==> src/rtl/valve_pkg.sv <==
// Shared constants, register map and carrier types for the valve position block
package valve_pkg;
  // ----------------------------------------------------------------
  // Timing
  // ----------------------------------------------------------------
  localparam int CLK_PERIOD_NS = 10;
  localparam int TICK_PERIOD_NS = 1_000_000;
  localparam int TICK_CYCLES = (TICK_PERIOD_NS + CLK_PERIOD_NS - 1) / CLK_PERIOD_NS;
  localparam int STALL_MS = 2000;
  localparam logic [19:0] MS_PER_S = 20'h0_03E8;
  // ----------------------------------------------------------------
  // Register indices; byte address is four times the index
  // ----------------------------------------------------------------
  localparam logic [7:0] IDX_CTRL = 8'h00;
  localparam logic [7:0] IDX_MV = 8'h01;
  localparam logic [7:0] IDX_POS_DB = 8'h02;
  localparam logic [7:0] IDX_HYST = 8'h03;
  localparam logic [7:0] IDX_PV_DB = 8'h04;
  localparam logic [7:0] IDX_TRAVEL = 8'h05;
  localparam logic [7:0] IDX_SHUT = 8'h06;
  localparam logic [7:0] IDX_OPEN = 8'h07;
  localparam logic [7:0] IDX_POT_RNG = 8'h08;
  localparam logic [7:0] IDX_MONITOR = 8'h09;
  localparam logic [7:0] IDX_STATUS = 8'h0A;
  localparam logic [7:0] IDX_CLEAR = 8'h0B;
  localparam logic [7:0] IDX_ENABLE = 8'h0C;
  localparam logic [7:0] IDX_DRIVE = 8'h0D;
  // ----------------------------------------------------------------
  // Field positions
  // ----------------------------------------------------------------
  localparam int CTRL_MODE_BIT = 0;
  localparam int CTRL_CAL_BIT = 1;
  localparam int MON_ERR_BIT = 15;
  localparam int EVT_CAL_DONE = 0;
  localparam int EVT_CAL_ERR = 1;
  localparam int EVT_MON_ERR = 2;
  localparam int NUM_EVT = 3;
  // ----------------------------------------------------------------
  // Limits and reset values, percentages in 0.1 % steps
  // ----------------------------------------------------------------
  localparam logic [15:0] PCT_FULL = 16'h03E8;
  localparam logic [15:0] MON_MIN = 16'hFF9C;
  localparam logic [15:0] MON_MAX = 16'h044C;
  localparam logic [15:0] DB_MIN = 16'h0001;
  localparam logic [15:0] DB_MAX = 16'h0064;
  localparam logic [15:0] DB_RST_FEEDBACK = 16'h0028;
  localparam logic [15:0] DB_RST_ESTIMATE = 16'h0014;
  localparam logic [15:0] HYST_MIN = 16'h0001;
  localparam logic [15:0] HYST_MAX = 16'h00C8;
  localparam logic [15:0] HYST_RST = 16'h0008;
  localparam logic [15:0] PV_DB_MAX = 16'h270F;
  localparam logic [15:0] PV_DB_RST = 16'h0000;
  localparam logic [15:0] TRAVEL_MAX = 16'h03E7;
  localparam logic [15:0] TRAVEL_RST = 16'h001E;
  localparam logic [15:0] COUNT_MAX = 16'h270F;
  localparam logic [15:0] SHUT_RST = 16'h0000;
  localparam logic [15:0] OPEN_RST = 16'h270F;
  localparam logic [15:0] POT_RNG_MAX = 16'h0005;
  localparam logic [15:0] POT_RNG_STEP = 16'h0683;
  localparam logic [15:0] ZERO16 = 16'h0000;

  typedef enum logic {
    OPEN_LOOP_ESTIMATE_MODE,
    FEEDBACK_LOOP_MODE
  } loop_mode_select_t;

  typedef struct packed {
    logic valid;
    logic fault;
    logic [15:0] count;
  } pot_in_t;

  typedef struct packed {
    logic open_drv;
    logic close_drv;
  } drive_t;

  typedef struct packed {
    logic onoff_allowed;
    logic loop_break_alarm_allowed;
    logic heater_alarm_allowed;
    logic p_pd_allowed;
    logic at40_allowed;
  } feature_t;
endpackage

==> src/rtl/valve_position_ctrl.sv <==
// Position-proportional valve motor drive with calibration and opening monitor
//
// Overview of operation
// Mode selector: estimate or feedback; estimate after reset.
// Estimate mode drives the valve from travel time, no feedback.
// Disable on/off, loop break, heater alarms; estimate mode also P/PD, 40% tune.
// Calibration request opens fully, then closes fully, then clears itself.
// Calibration stores open count, shut count and pot range.
// Calibration measures full stroke time and writes travel time.
// Calibration error if pot constant, backwards, or invalid.
// Monitor reports -10.0..110.0 %, error if uncalibrated, no pot, pot fault.
// Both drives stop while demand minus opening is within position dead band.
// Position dead band 0.1..10.0 %, default 4.0 feedback, 2.0 estimate.
// Open/close hysteresis 0.1..20.0 offsets switch points, default 0.8.
// Process value dead band 0..9999 suppresses drive, default 0.0.
// Travel time 0..999 s, default 30.
// Shut and open counts 0..9999, defaults 0 and 9999.
// Estimate integrates open minus close time, scaled, clamped to stroke.
//
// The address-and-strobe port and the register addresses are this design's own decisions.
`timescale 1ns/10ps
module valve_position_ctrl #(
  parameter int MS_CYCLES = valve_pkg::TICK_CYCLES
) (
  input wire logic mclk, // 100 MHz clock
  input wire logic nrst, // Async reset, active low
  input wire logic [7:0] addr, // Register byte address
  input wire logic [15:0] wdata, // Write data
  input wire logic wr, // Write strobe
  input wire logic rd, // Read strobe
  output logic [15:0] rdata, // Read data, cycle after rd
  output logic irq, // Level interrupt
  input wire valve_pkg::pot_in_t pot, // Potentiometer sample from ADC
  input wire logic pot_present_pin, // Pot fitted sense pin
  input wire logic [15:0] process_value, // Measured process value
  input wire logic [15:0] set_point, // Target process value
  output valve_pkg::drive_t drive, // Motor open and close outputs
  output valve_pkg::feature_t features // Permitted control features
);
  typedef enum logic [1:0] {
    CAL_IDLE,
    CAL_OPEN,
    CAL_CLOSE
  } cal_state_t;

  function automatic logic [15:0] sat(input logic [15:0] v, input logic [15:0] lo,
                                      input logic [15:0] hi);
    sat = (v < lo) ? lo : ((v > hi) ? hi : v);
  endfunction

  // ----------------------------------------------------------------
  // Register storage
  // ----------------------------------------------------------------
  valve_pkg::loop_mode_select_t mode_ff;
  cal_state_t cal_ff, nxt_cal;
  logic [15:0] mv_ff, pos_db_ff, hyst_ff, pv_db_ff, travel_ff, shut_ff, open_ff, pot_rng_ff;
  logic db_user_ff, calibrated_ff, cal_err_ff, mon_err_ff;
  logic [valve_pkg::NUM_EVT-1:0] sts_ff, ena_ff;
  logic [15:0] rdata_ff;
  valve_pkg::drive_t drv_ff;
  valve_pkg::feature_t feat_ff;
  logic [2:0] pres_sync_ff;
  logic pres_ff;

  wire [7:0] idx = {2'b00, addr[7:2]};
  wire wr_ctrl = wr && idx == valve_pkg::IDX_CTRL;
  wire wr_mv = wr && idx == valve_pkg::IDX_MV;
  wire wr_db = wr && idx == valve_pkg::IDX_POS_DB;
  wire wr_hyst = wr && idx == valve_pkg::IDX_HYST;
  wire wr_pvdb = wr && idx == valve_pkg::IDX_PV_DB;
  wire wr_travel = wr && idx == valve_pkg::IDX_TRAVEL;
  wire wr_shut = wr && idx == valve_pkg::IDX_SHUT;
  wire wr_open = wr && idx == valve_pkg::IDX_OPEN;
  wire wr_rng = wr && idx == valve_pkg::IDX_POT_RNG;
  wire wr_clr = wr && idx == valve_pkg::IDX_CLEAR;
  wire wr_ena = wr && idx == valve_pkg::IDX_ENABLE;
  wire cal_start = wr_ctrl && wdata[valve_pkg::CTRL_CAL_BIT] && cal_ff == CAL_IDLE;
  wire new_mode = wdata[valve_pkg::CTRL_MODE_BIT];

  // ----------------------------------------------------------------
  // Pot presence pin, three stages, change accepted when last two agree
  // ----------------------------------------------------------------
  always_ff @(posedge mclk or negedge nrst) begin
    if (!nrst) begin
      pres_sync_ff <= 3'h0;
      pres_ff <= 1'b0;
    end else begin
      pres_sync_ff <= {pres_sync_ff[1:0], pot_present_pin};
      if (pres_sync_ff[1] == pres_sync_ff[2]) begin
        pres_ff <= pres_sync_ff[2];
      end
    end
  end

  // ----------------------------------------------------------------
  // Millisecond tick
  // ----------------------------------------------------------------
  logic [31:0] tick_cnt_ff;
  wire tick = tick_cnt_ff == 32'(MS_CYCLES - 1);
  always_ff @(posedge mclk or negedge nrst) begin
    if (!nrst) begin
      tick_cnt_ff <= 32'h0000_0000;
    end else begin
      tick_cnt_ff <= tick ? 32'h0000_0000 : tick_cnt_ff + 32'h0000_0001;
    end
  end

  // ----------------------------------------------------------------
  // Calibration sequencer
  // ----------------------------------------------------------------
  logic [15:0] last_pot_ff, cal_open_ff;
  logic [11:0] stall_ff;
  logic [19:0] stroke_ms_ff;
  wire pot_bad = pot.fault || !pot.valid || !pres_ff;
  wire pot_moved = pot.count != last_pot_ff;
  wire stalled = stall_ff == 12'(valve_pkg::STALL_MS);
  wire cal_abort = cal_ff != CAL_IDLE && pot_bad;
  wire close_end = cal_ff == CAL_CLOSE && stalled && !pot_bad;
  wire dir_bad = close_end && cal_open_ff <= pot.count;
  wire cal_ok = close_end && !dir_bad;
  wire cal_fail = cal_abort || dir_bad;
  wire [19:0] stroke_net = stroke_ms_ff - 20'(valve_pkg::STALL_MS);
  wire [19:0] stroke_s = stroke_net / valve_pkg::MS_PER_S;
  wire [15:0] span_cal = cal_open_ff - pot.count;
  wire [15:0] rng_cal = sat(span_cal / valve_pkg::POT_RNG_STEP, valve_pkg::ZERO16,
                            valve_pkg::POT_RNG_MAX);

  always_comb begin
    nxt_cal = cal_ff;
    case (cal_ff)
      CAL_IDLE: begin
        if (cal_start) begin
          nxt_cal = CAL_OPEN;
        end
      end
      CAL_OPEN: begin
        if (cal_abort) begin
          nxt_cal = CAL_IDLE;
        end else if (stalled) begin
          nxt_cal = CAL_CLOSE;
        end
      end
      CAL_CLOSE: begin
        if (cal_abort || close_end) begin
          nxt_cal = CAL_IDLE;
        end
      end
      default: nxt_cal = CAL_IDLE;
    endcase
  end

  always_ff @(posedge mclk or negedge nrst) begin
    if (!nrst) begin
      cal_ff <= CAL_IDLE;
      last_pot_ff <= 16'h0000;
      stall_ff <= 12'h000;
      cal_open_ff <= 16'h0000;
      stroke_ms_ff <= 20'h0_0000;
    end else begin
      cal_ff <= nxt_cal;
      last_pot_ff <= pot.count;
      if (cal_ff != nxt_cal || pot_moved) begin
        stall_ff <= 12'h000; // Motor at an end once the pot stops moving
      end else if (tick && !stalled) begin
        stall_ff <= stall_ff + 12'h001;
      end
      if (cal_ff == CAL_OPEN && stalled) begin
        cal_open_ff <= pot.count;
      end
      if (cal_ff != CAL_CLOSE) begin
        stroke_ms_ff <= 20'h0_0000;
      end else if (tick) begin
        stroke_ms_ff <= stroke_ms_ff + 20'h0_0001;
      end
    end
  end

  // ----------------------------------------------------------------
  // Settings
  // ----------------------------------------------------------------
  always_ff @(posedge mclk or negedge nrst) begin
    if (!nrst) begin
      mode_ff <= valve_pkg::OPEN_LOOP_ESTIMATE_MODE;
      mv_ff <= 16'h0000;
      pos_db_ff <= valve_pkg::DB_RST_ESTIMATE;
      db_user_ff <= 1'b0;
      hyst_ff <= valve_pkg::HYST_RST;
      pv_db_ff <= valve_pkg::PV_DB_RST;
      travel_ff <= valve_pkg::TRAVEL_RST;
      shut_ff <= valve_pkg::SHUT_RST;
      open_ff <= valve_pkg::OPEN_RST;
      pot_rng_ff <= 16'h0000;
      calibrated_ff <= 1'b0;
      cal_err_ff <= 1'b0;
    end else begin
      if (wr_ctrl) begin
        mode_ff <= valve_pkg::loop_mode_select_t'(new_mode);
      end
      if (wr_mv) begin
        mv_ff <= sat(wdata, valve_pkg::ZERO16, valve_pkg::PCT_FULL);
      end
      if (wr_db) begin
        pos_db_ff <= sat(wdata, valve_pkg::DB_MIN, valve_pkg::DB_MAX);
        db_user_ff <= 1'b1;
      end else if (wr_ctrl && !db_user_ff) begin
        // Untouched dead band follows the default of the selected mode
        pos_db_ff <= new_mode ? valve_pkg::DB_RST_FEEDBACK : valve_pkg::DB_RST_ESTIMATE;
      end
      if (wr_hyst) begin
        hyst_ff <= sat(wdata, valve_pkg::HYST_MIN, valve_pkg::HYST_MAX);
      end
      if (wr_pvdb) begin
        pv_db_ff <= sat(wdata, valve_pkg::ZERO16, valve_pkg::PV_DB_MAX);
      end
      if (cal_ok) begin
        travel_ff <= sat(stroke_s[15:0], valve_pkg::ZERO16, valve_pkg::TRAVEL_MAX);
        open_ff <= sat(cal_open_ff, valve_pkg::ZERO16, valve_pkg::COUNT_MAX);
        shut_ff <= sat(pot.count, valve_pkg::ZERO16, valve_pkg::COUNT_MAX);
        pot_rng_ff <= rng_cal;
      end else begin
        if (wr_travel) begin
          travel_ff <= sat(wdata, valve_pkg::ZERO16, valve_pkg::TRAVEL_MAX);
        end
        if (wr_shut) begin
          shut_ff <= sat(wdata, valve_pkg::ZERO16, valve_pkg::COUNT_MAX);
        end
        if (wr_open) begin
          open_ff <= sat(wdata, valve_pkg::ZERO16, valve_pkg::COUNT_MAX);
        end
        if (wr_rng) begin
          pot_rng_ff <= sat(wdata, valve_pkg::ZERO16, valve_pkg::POT_RNG_MAX);
        end
      end
      if (cal_ok) begin
        calibrated_ff <= 1'b1;
      end
      if (cal_start) begin
        cal_err_ff <= 1'b0;
      end else if (cal_fail) begin
        cal_err_ff <= 1'b1;
      end
    end
  end

  // ----------------------------------------------------------------
  // Opening from pot and from travel-time estimate
  // ----------------------------------------------------------------
  logic [19:0] est_ms_ff;
  wire [19:0] travel_ms = 20'(travel_ff * valve_pkg::MS_PER_S);
  wire signed [16:0] pot_rel = $signed({1'b0, pot.count}) - $signed({1'b0, shut_ff});
  wire signed [16:0] span = $signed({1'b0, open_ff}) - $signed({1'b0, shut_ff});
  wire span_ok = span > 17'sd0;
  wire signed [27:0] pot_scaled = pot_rel * $signed({1'b0, valve_pkg::PCT_FULL});
  wire signed [27:0] pot_pct_raw = span_ok ? pot_scaled / span : 28'sd0;
  wire signed [15:0] mon_min = $signed(valve_pkg::MON_MIN);
  wire signed [15:0] mon_max = $signed(valve_pkg::MON_MAX);
  wire signed [15:0] pot_pct = pot_pct_raw < 28'(mon_min) ? mon_min :
                               (pot_pct_raw > 28'(mon_max) ? mon_max : pot_pct_raw[15:0]);
  wire [29:0] est_scaled = est_ms_ff * 30'(valve_pkg::PCT_FULL);
  wire [29:0] est_pct_raw = travel_ms == 20'h0_0000 ? 30'h0000_0000 : est_scaled / travel_ms;
  wire signed [15:0] est_pct = $signed(est_pct_raw[15:0]);
  wire mon_err_now = !calibrated_ff || !pres_ff || pot.fault || !pot.valid || !span_ok;

  always_ff @(posedge mclk or negedge nrst) begin
    if (!nrst) begin
      est_ms_ff <= 20'h0_0000;
    end else if (est_ms_ff > travel_ms) begin
      est_ms_ff <= travel_ms; // Travel time lowered under the estimate
    end else if (tick && drv_ff.open_drv && est_ms_ff < travel_ms) begin
      est_ms_ff <= est_ms_ff + 20'h0_0001;
    end else if (tick && drv_ff.close_drv && est_ms_ff != 20'h0_0000) begin
      est_ms_ff <= est_ms_ff - 20'h0_0001;
    end
  end

  // ----------------------------------------------------------------
  // Drive decision with dead bands and hysteresis
  // ----------------------------------------------------------------
  // Estimate mode never looks at the pot, so a missing pot cannot stall it
  wire signed [15:0] opening = mode_ff == valve_pkg::FEEDBACK_LOOP_MODE ? pot_pct : est_pct;
  wire signed [16:0] dev = $signed({1'b0, mv_ff}) - 17'(opening);
  wire signed [16:0] db_s = $signed({1'b0, pos_db_ff});
  wire signed [16:0] on_s = $signed({1'b0, pos_db_ff}) + $signed({1'b0, hyst_ff});
  wire signed [16:0] pv_dev = $signed({1'b0, process_value}) - $signed({1'b0, set_point});
  wire [16:0] pv_abs = pv_dev < 17'sd0 ? 17'(-pv_dev) : 17'(pv_dev);
  wire pv_hold = pv_db_ff != 16'h0000 && pv_abs <= {1'b0, pv_db_ff};
  wire fb_blind = mode_ff == valve_pkg::FEEDBACK_LOOP_MODE && mon_err_now;
  wire open_on = dev >= on_s;
  wire open_keep = dev > db_s;
  wire close_on = dev <= -on_s;
  wire close_keep = dev < -db_s;
  wire run_ok = !pv_hold && !fb_blind;
  wire nxt_open = cal_ff == CAL_OPEN ||
                  (cal_ff == CAL_IDLE && run_ok && (open_on || (drv_ff.open_drv && open_keep)));
  wire nxt_close = cal_ff == CAL_CLOSE ||
                   (cal_ff == CAL_IDLE && run_ok && (close_on || (drv_ff.close_drv && close_keep)));
  wire fb_mode = mode_ff == valve_pkg::FEEDBACK_LOOP_MODE;

  always_ff @(posedge mclk or negedge nrst) begin
    if (!nrst) begin
      drv_ff <= '0;
      feat_ff <= '0;
    end else begin
      drv_ff.open_drv <= nxt_open;
      drv_ff.close_drv <= nxt_close;
      feat_ff.onoff_allowed <= 1'b0;
      feat_ff.loop_break_alarm_allowed <= 1'b0;
      feat_ff.heater_alarm_allowed <= 1'b0;
      feat_ff.p_pd_allowed <= fb_mode;
      feat_ff.at40_allowed <= fb_mode;
    end
  end

  // ----------------------------------------------------------------
  // Interrupt status, set wins over clear
  // ----------------------------------------------------------------
  wire [valve_pkg::NUM_EVT-1:0] evt;
  assign evt[valve_pkg::EVT_CAL_DONE] = cal_ok;
  assign evt[valve_pkg::EVT_CAL_ERR] = cal_fail;
  assign evt[valve_pkg::EVT_MON_ERR] = mon_err_now && !mon_err_ff;
  wire [valve_pkg::NUM_EVT-1:0] clr = wr_clr ? wdata[valve_pkg::NUM_EVT-1:0] : '0;

  always_ff @(posedge mclk or negedge nrst) begin
    if (!nrst) begin
      sts_ff <= '0;
      ena_ff <= '0;
      mon_err_ff <= 1'b0;
    end else begin
      sts_ff <= (sts_ff & ~clr) | evt;
      mon_err_ff <= mon_err_now;
      if (wr_ena) begin
        ena_ff <= wdata[valve_pkg::NUM_EVT-1:0];
      end
    end
  end

  // ----------------------------------------------------------------
  // Read path
  // ----------------------------------------------------------------
  wire cal_busy = cal_ff != CAL_IDLE;
  wire [15:0] rd_ctrl = {14'h0000, cal_busy, mode_ff == valve_pkg::FEEDBACK_LOOP_MODE};
  wire [15:0] rd_mon = mon_err_now ? 16'h8000 : pot_pct;
  wire [15:0] rd_drive = {12'h000, cal_err_ff, est_pct_raw[10] , drv_ff.close_drv,
                          drv_ff.open_drv};
  logic [15:0] rd_mux;
  always_comb begin
    case (idx)
      valve_pkg::IDX_CTRL: rd_mux = rd_ctrl;
      valve_pkg::IDX_MV: rd_mux = mv_ff;
      valve_pkg::IDX_POS_DB: rd_mux = pos_db_ff;
      valve_pkg::IDX_HYST: rd_mux = hyst_ff;
      valve_pkg::IDX_PV_DB: rd_mux = pv_db_ff;
      valve_pkg::IDX_TRAVEL: rd_mux = travel_ff;
      valve_pkg::IDX_SHUT: rd_mux = shut_ff;
      valve_pkg::IDX_OPEN: rd_mux = open_ff;
      valve_pkg::IDX_POT_RNG: rd_mux = pot_rng_ff;
      valve_pkg::IDX_MONITOR: rd_mux = rd_mon;
      valve_pkg::IDX_STATUS: rd_mux = {13'h0000, sts_ff};
      valve_pkg::IDX_ENABLE: rd_mux = {13'h0000, ena_ff};
      valve_pkg::IDX_DRIVE: rd_mux = rd_drive;
      default: rd_mux = 16'h0000;
    endcase
  end

  always_ff @(posedge mclk or negedge nrst) begin
    if (!nrst) begin
      rdata_ff <= 16'h0000;
    end else begin
      rdata_ff <= rd ? rd_mux : 16'h0000;
    end
  end

  assign rdata = rdata_ff;
  assign irq = |(sts_ff & ena_ff);
  assign drive = drv_ff;
  assign features = feat_ff;
endmodule

==> config.mk <==
export PLATFORM = sky130hd
export DESIGN_NAME = valve_position_ctrl
export DESIGN_NICKNAME = d
export VERILOG_FILES = /design/src/rtl/valve_pkg.sv /design/src/rtl/valve_position_ctrl.sv
export SDC_FILE = /design/constraint.sdc
export NUM_CORES = 2
export LEC_CHECK = 0
export ABC_AREA = 1
export BUFFER_PORTS_ARGS = -buffer_cell sky130_fd_sc_hd__buf_2
export CORE_ASPECT_RATIO = 1.5
export CORE_MARGIN = 3
export CORE_UTILIZATION = 32
export DETAILED_ROUTE_END_ITERATION = 6
export MAX_ROUTING_LAYER = met4
export PLACE_DENSITY = 0.53
export SLEW_MARGIN = 20
export SYNTH_ARGS = -nofsm -noshare
export SYNTH_HDL_FRONTEND = slang
export SYNTH_SLANG_ARGS = --single-unit
==> constraint.sdc <==
create_clock -name mclk -period 228.4 [get_ports mclk]
set_clock_uncertainty 0.15 [all_clocks]
set_input_delay 0 -clock mclk [delete_from_list [all_inputs] [get_ports mclk]]
set_output_delay 0 -clock mclk [all_outputs]
set_load 0.05 [all_outputs]
# [Word level (Yosys, flattened, before mapping)]
# Index checks and enable logic that the tools add are counted.
[classes] n_mux=56 order_cmp=28 addsub=15 reduce_logical=74 div_mod_pow=4 n_mul=3 bitwise_logic=4 eq_ne=21
[op_table] operator="$mux 16" count=36
[op_table] operator="$pmux 16 s13" count=1
[op_table] operator="$mux 20" count=5
[op_table] operator="$lt 16x1->1 const B" count=6
[op_table] operator="$sub 16x16->17" count=3
[op_table] operator="$gt 16x10->1 const B" count=3
[op_table] operator="$gt 16x14->1 const B" count=3
[op_table] operator="$add 20x1->20 const B" count=2
[op_table] operator="$eq 6x4->1 const B" count=6
[op_table] operator="$logic_and 1x1->1" count=34
[op_table] operator="$neg 17->17" count=2
[op_table] operator="$add 32x1->32 const B" count=1
[op_table] operator="$eq 32x17->1 const B" count=1
[op_table] operator="$gt 16x3->1 const B" count=2
[op_table] operator="$mux 32" count=1
[op_table] operator="$div 30x20->30" count=1
[op_table] operator="$div 28x28->28" count=1
[op_table] operator="$gt 28x12->1 const B" count=1
[op_table] operator="$lt 28x8->1 const B" count=1
[op_table] operator="$mux 28" count=1
[op_table] operator="$mul 20x7->27 const B" count=1
[op_table] operator="$mul 17x8->25 const B" count=1
[op_table] operator="$eq 6x3->1 const B" count=4
[op_table] operator="$mux 12" count=2
[op_table] operator="other kinds (50)" count=86
[word_totals] register_bits=280 elab_cells=233 out_inout_bits=24 in_bits=79

# [Depth between registers and ports, before layout]
[logic_depth] ltp_word=14 ltp_mapped=638 ltp_nobuf=616

# [Worst setup path before layout]
# Ideal clock, no wire load.
[synth_timing] path_kind="register -> register" startpoint="register shut_ff[3]" endpoint="register drv_ff, in the netlist drive[1]" required_time_ps=228133 path_slack_ps=145652 stages_incl_launch_ff=599 setup_ps=117 path_buffers=24 arrival_ps=82481 period_less_slack_ps=82748 cell_sequence="dfrtp_1 -> inv_1 -> ha_1 -> a21oi_1 -> o21ai_0 -> a21oi_1 -> o21bai_1 -> a21oi_1 -> o21bai_1 -> a21oi_1 -> nor2_1 -> nor2_1 -> o21ai_0 -> a21oi_1 -> o21bai_1 -> a21o_1 -> a21oi_1 -> inv_1 -> [563 not listed] -> a21oi_1 -> o21bai_1 -> a21oi_1 -> inv_1 -> a21oi_1 -> o21ai_0 -> a21oi_1 -> o21bai_1 -> xor2_1 -> inv_1 -> ha_1 -> nand2_1 -> or4_1 -> o41ai_1 -> nor3_1 -> a211o_1 -> nand2_1 -> nand2_1"
[synth_via] elab_chain_cells=14
[synth_rtl] element="from (decl)" line="valve_position_ctrl.sv:56" source="logic [15:0] mv_ff, pos_db_ff, hyst_ff, pv_db_ff, travel_ff, shut_ff, open_ff, pot_rng_ff;"
[synth_rtl] element="from (signal assigned)" line="valve_position_ctrl.sv:190" source="shut_ff <= valve_pkg::SHUT_RST;"
[synth_rtl] element="from (signal assigned)" line="valve_position_ctrl.sv:218" source="shut_ff <= sat(pot.count, valve_pkg::ZERO16, valve_pkg::COUNT_MAX);"
[synth_rtl] element="from (signal assigned)" line="valve_position_ctrl.sv:225" source="shut_ff <= sat(wdata, valve_pkg::ZERO16, valve_pkg::COUNT_MAX);"
[synth_rtl] element="$sub 16x16->17" line="valve_position_ctrl.sv:250" source="wire signed [16:0] pot_rel = $signed({1'b0, pot.count}) - $signed({1'b0, shut_ff});"
[synth_rtl] element="$mul 17x8->25" line="valve_position_ctrl.sv:253" source="wire signed [27:0] pot_scaled = pot_rel * $signed({1'b0, valve_pkg::PCT_FULL});"
[synth_rtl] element="$div 28x28->28" line="valve_position_ctrl.sv:254" source="wire signed [27:0] pot_pct_raw = span_ok ? pot_scaled / span : 28'sd0;"
[synth_rtl] element="$mux 28" line="valve_position_ctrl.sv:254"
[synth_rtl] element="$gt 28x12->1" line="valve_position_ctrl.sv:258" source="(pot_pct_raw > 28'(mon_max) ? mon_max : pot_pct_raw[15:0]);"
[synth_rtl] element="$mux 16" line="valve_position_ctrl.sv:258"
[synth_rtl] element="$mux 16" line="valve_position_ctrl.sv:257" source="wire signed [15:0] pot_pct = pot_pct_raw < 28'(mon_min) ? mon_min :"
[synth_rtl] element="$mux 16" line="valve_position_ctrl.sv:280" source="wire signed [15:0] opening = mode_ff == valve_pkg::FEEDBACK_LOOP_MODE ? pot_pct : est_pct;"
[synth_rtl] element="$sub 17x16->17" line="valve_position_ctrl.sv:281" source="wire signed [16:0] dev = $signed({1'b0, mv_ff}) - 17'(opening);"
[synth_rtl] element="$gt 17x17->1" line="valve_position_ctrl.sv:289" source="wire open_keep = dev > db_s;"
[synth_rtl] element="$logic_and 1x1->1" line="valve_position_ctrl.sv:294" source="(cal_ff == CAL_IDLE && run_ok && (open_on || (drv_ff.open_drv && open_keep)));"
[synth_rtl] element="$logic_or 1x1->1" line="valve_position_ctrl.sv:294"
[synth_rtl] element="$logic_and 1x1->1 (*)" line="valve_position_ctrl.sv:294"
[synth_rtl] element="$logic_or 1x1->1 (*)" line="valve_position_ctrl.sv:293" source="wire nxt_open = cal_ff == CAL_OPEN ||"
[synth_rtl] element="net nxt_open" line="valve_position_ctrl.sv:293"
[synth_rtl] element="to (decl)" line="valve_position_ctrl.sv:60" source="valve_pkg::drive_t drv_ff;"
# Mark *: on every way through the listed nets, which the timed path passes. The rest lies on a longest branch.
# A chain may end at the register's enable or synchronous reset.

# [Final worst setup path]
[layout_timing] startpoint="register shut_ff[0]" endpoint="register drv_ff, in the netlist drive[1]"
# Same word-level chain as after synthesis.

==> out/results.md <==
| Parameter | This run | Unit |
|:---|:---|:---|
| Arrival time of the worst setup path | 101.12 | ns |
| Relative slew slack | 0.252 | - |
| Final hold violation count | 0 | - |
| Average via count per standard cell | 5.07 | - |
| Result of the run | complete, no violations | - |
| Share of the clock period used by the worst path | 0.441 | - |
| Worst Hold Class | input pin to flop | - |
| Total number of H-tree levels | 1 | - |
| Register-to-register setup slack | 127.68 | ns |
| Remaining DRCs | 0 | - |
| Fraction of registers with async set or reset after synthesis | 1.00 | - |
| Final Critical Period | 100.72 | ns |
| Cell type with the highest occurrence count on the critical path | a21oi_1 | - |
| Mapped Cells | 13,000 | - |
| Achievable frequency | 9.93 | MHz |
| Multiplexer share of the synthesized area | 0.000954 | - |
| Critical R2R Launch | shut_ff[0] | - |
| Buffers on Ports | 97 | - |
| Compound-gate portion of the synthesized area | 0.167 | - |
| Clk sink count | 280 | - |
| Cell row count | 229 | - |
| Global placer's final weighted congestion | 0.972 | - |
| Leading cell types in the layout, fill and taps excluded | nand2_1 (2,482), inv_1 (1,893), nor2_1 (1,244) | - |
| Bufs on Longest Clock Path | 3 | - |
| Simple-gate portion of the synthesized area | 0.333 | - |
| Critical path class | flop to flop | - |
| Starting Density | 0.323 | - |
| GRT Residual Overflow | 0 | - |
| Total track usage | 0.219 | - |
| Clock slew at the register clock pins of the worst setup and hold paths | 0.07 | ns |
| Depth of the most critical reg-to-reg path | 589 | - |
| Tightest Pin Transition | 1.09 | ns |
| Post-CTS Setup Repair Bufs | 0 | - |
| Synth cell types | 105 | - |
| Final setup viols | 0 | - |
| Number of warnings issued by yosys | 0 | - |
| Area of the die | 269,000 | sq um |
| Terminating pin of the worst hold path | drive[0] | - |
| Width of the die | 424 | um |
| Portion of synthesized cell area occupied by the leading cell type | 0.165 | - |
| Quantity of gates resized following cts | 0 | - |
| Post-synthesis sequential element count | 280 | - |
| Destination of the worst register-to-register timing path | drive[1] | - |
| Clock latency on the worst-skew pair | 0.66 | ns |
| Hold Path Cell Cnt | 8 | - |
| Setup repair after global routing missed its margin | false | - |
| Number of enable-type register cells in the synthesized netlist | 0 | - |
| I/O pin cnt | 103 | - |
| Die Y | 633 | um |
| Antenna violations before repair | 6 | - |
| Cell at the root of the clock tree | clkbuf_16 | - |
| Area growth from synthesis to layout | 7.39 | % |
| Fin Setup TNS | 0 | ns |
| Required time of the critical path | 228.79 | ns |
| Violation count after the first detailed-routing iteration | 4,235 | - |
| Slowest stage cell on the critical path | nor2_1 | - |
| Number of global-route vias before repair | 82,900 | - |
| Type of element capturing the critical path | flop | - |
| Biggest fanout along the worst timing path | 36 | - |
| Post-Synthesis Mean Instance Area | 6.46 | sq um |
| Cell types with the largest area share after synthesis | ha_1 (17%), nand2_1 (11%), inv_1 (8.5%), dfrtp_1 (7.9%), a21oi_1 (6.1%) | - |
| Longest individual stage delay on the worst path | 0.77 | ns |
| Primary flip-flop cell chosen by synthesis mapping | dfrtp_1 | - |
| Startpoint of the most critical hold path | set_point[15] | - |
| Count of hold-fix buffers inserted at cts | 84 | - |
| Most area-hungry cell type in the Yosys netlist | ha_1 | - |
| Dominant combinational cell family by area after synthesis | simple AND/OR/NAND/NOR gates | - |
| Maximum number of pins on one net before global-route repair | 133 | - |
| Fraction of layout cells with a size suffix above 1 | 0.0952 | - |
| Max_cap viols | 0 | - |
| Fraction of the yosys area taken by sequential cells | 0.0837 | - |
| Adder-cell share of the synthesized area | 0.207 | - |
| Routed Wire Length | 294,000 | um |
| Floorplan Core Area | 260,000 | sq um |
| CTS tree | built | - |
| Pre-antenna DRT Iters | 5 | - |
| Routed via count | 84,300 | - |
| Netlist Area Pre-Place | 83,900 | sq um |
| Antenna viol nets, final | 0 | - |
| Share of the synthesized netlist area taken by xor and xnor gates | 0.0985 | - |
| Leading cell type in the layout, fill and taps excluded | nand2_1 | - |
| Worst Setup Start Kind | flop | - |
| Routed len/inst | 17.6 | um |
| CTS Buf Count | 29 | - |
| HPWL after detailed placement | 243,000 | um |
| Final max-slew violation count | 0 | - |
| First-pass GRT wire length | 456,000 | um |
| Number of nets in the layout | 14,500 | - |
-- worst max path at each step --
stage,endpoint,slack (ns),from,cells past startpoint
floorplan,drive[1],145.65,shut_ff[3],598
global placement,drive[1],127.22,shut_ff[0],591
detailed placement,drive[1],127.01,shut_ff[0],586
CTS,drive[1],126.62,shut_ff[0],586
global route,drive[1],115.83,shut_ff[0],584
finish,drive[1],127.68,shut_ff[0],589
-- logic make-up after synthesis --
| family | after synthesis |
|---|---|
| buffers and inverters | 2232 |
| DFF | 280 |
| muxes | 8 |
| xor gates and xnor gates | 929 |
| adders and majority gates | 1285 |
| AOI/OAI and AO/OA | 2462 |
| other | 2 |
| and+or+nand+nor | 5800 |
-- metal layers --
layer	track usage	routed length [um]	up-vias
met2	0.412	153000	1700
met1	0.226	112000	38800
met3	0.0125	9690	642
li1	-	-	43200
met4	0.118	19600	0
met5	-	0	-
-- synthesized netlist by cell type (14+ instances only) --
cell type	count
a31oi_1	70
nand3_4	27
buf_6	20
a21oi_1	1020
nor3_1	181
fa_1	176
a2111oi_0	14
a221oi_1	29
o21ai_0	802
a22oi_1	16
o21ai_2	23
o22ai_1	31
and2_1	15
nand4_1	285
o21bai_1	90
ha_1	1108
inv_2	71
o2111ai_1	18
a211oi_1	38
o21ai_1	28
o31ai_1	35
nor4_1	92
nor3_2	15
nor2_1	1246
nor2_4	51
nand2_4	144
nand3_1	591
nand2_2	310
o221ai_1	19
or2_2	99
xor2_1	554
o21a_1	28
dfstp_2	15
clkinv_1	29
xnor2_1	359
clkbuf_8	38
inv_1	1898
nor2_2	80
clkbuf_1	128
dfrtp_1	265
nand3_2	77
a21o_1	88
o211ai_1	52
nand3b_1	37
nand2_1	2483
-- cell type report --
| class | count | area, sq um |
|---|---|---|
| well taps | 3465 | 4340 |
| fillers | 29200 | 170000 |
| flip-flops and latches | 280 | 7030 |
| inverters | 2014 | 7620 |
| multi-input cells | 10600 | 68100 |
| diodes | 1 | 2.50 |
| repair buffers | 272 | 2050 |
| clock inverters | 11 | 169 |
| clock buffers | 43 | 848 |
-- per-stage QoR --
stage / worst slack, ns / std cells / area [sq um] / hold WS (ns) / util
after floorplan: 145.65 / 13100 / 84200 / -0.446 / -
after global placement: 127.22 / 16500 / 88200 / -0.0921 / 0.339
after detailed placement: 127.01 / 16500 / 88200 / -0.0902 / 0.339
after CTS: 126.62 / 16600 / 90100 / 0.0273 / 0.346
after global routing: 115.83 / 16600 / 90100 / 0.0696 / 0.346
final: 127.68 / 16600 / 90100 / 0.00645 / 0.346
-- state kept, by name, summed over array words and instances (netlist names), 12 cells and up --
signal and flops:
pv_db_ff 16, stroke_ms_ff 20, last_pot_ff 16, tick_cnt_ff 32, est_ms_ff 20, cal_open_ff 16
pos_db_ff 16, mv_ff 16, travel_ff 16, open_ff 16, rdata 16, stall_ff 12
shut_ff 16, hyst_ff 16, pot_rng_ff 16
-- critical path: cells and delay by family (launching register included) --
kind	cells	cell delay (ns)
buf+inv	114	13.56
compound gates	259	48.32
fa+ha+maj	38	12.65
simple gates	176	24.14
xor+xnor	2	0.87
flops	1	0.43
Power is left out: the tool's default activity adds up to more than one toggle a clock period on the data nets, which glitch-free logic cannot reach.
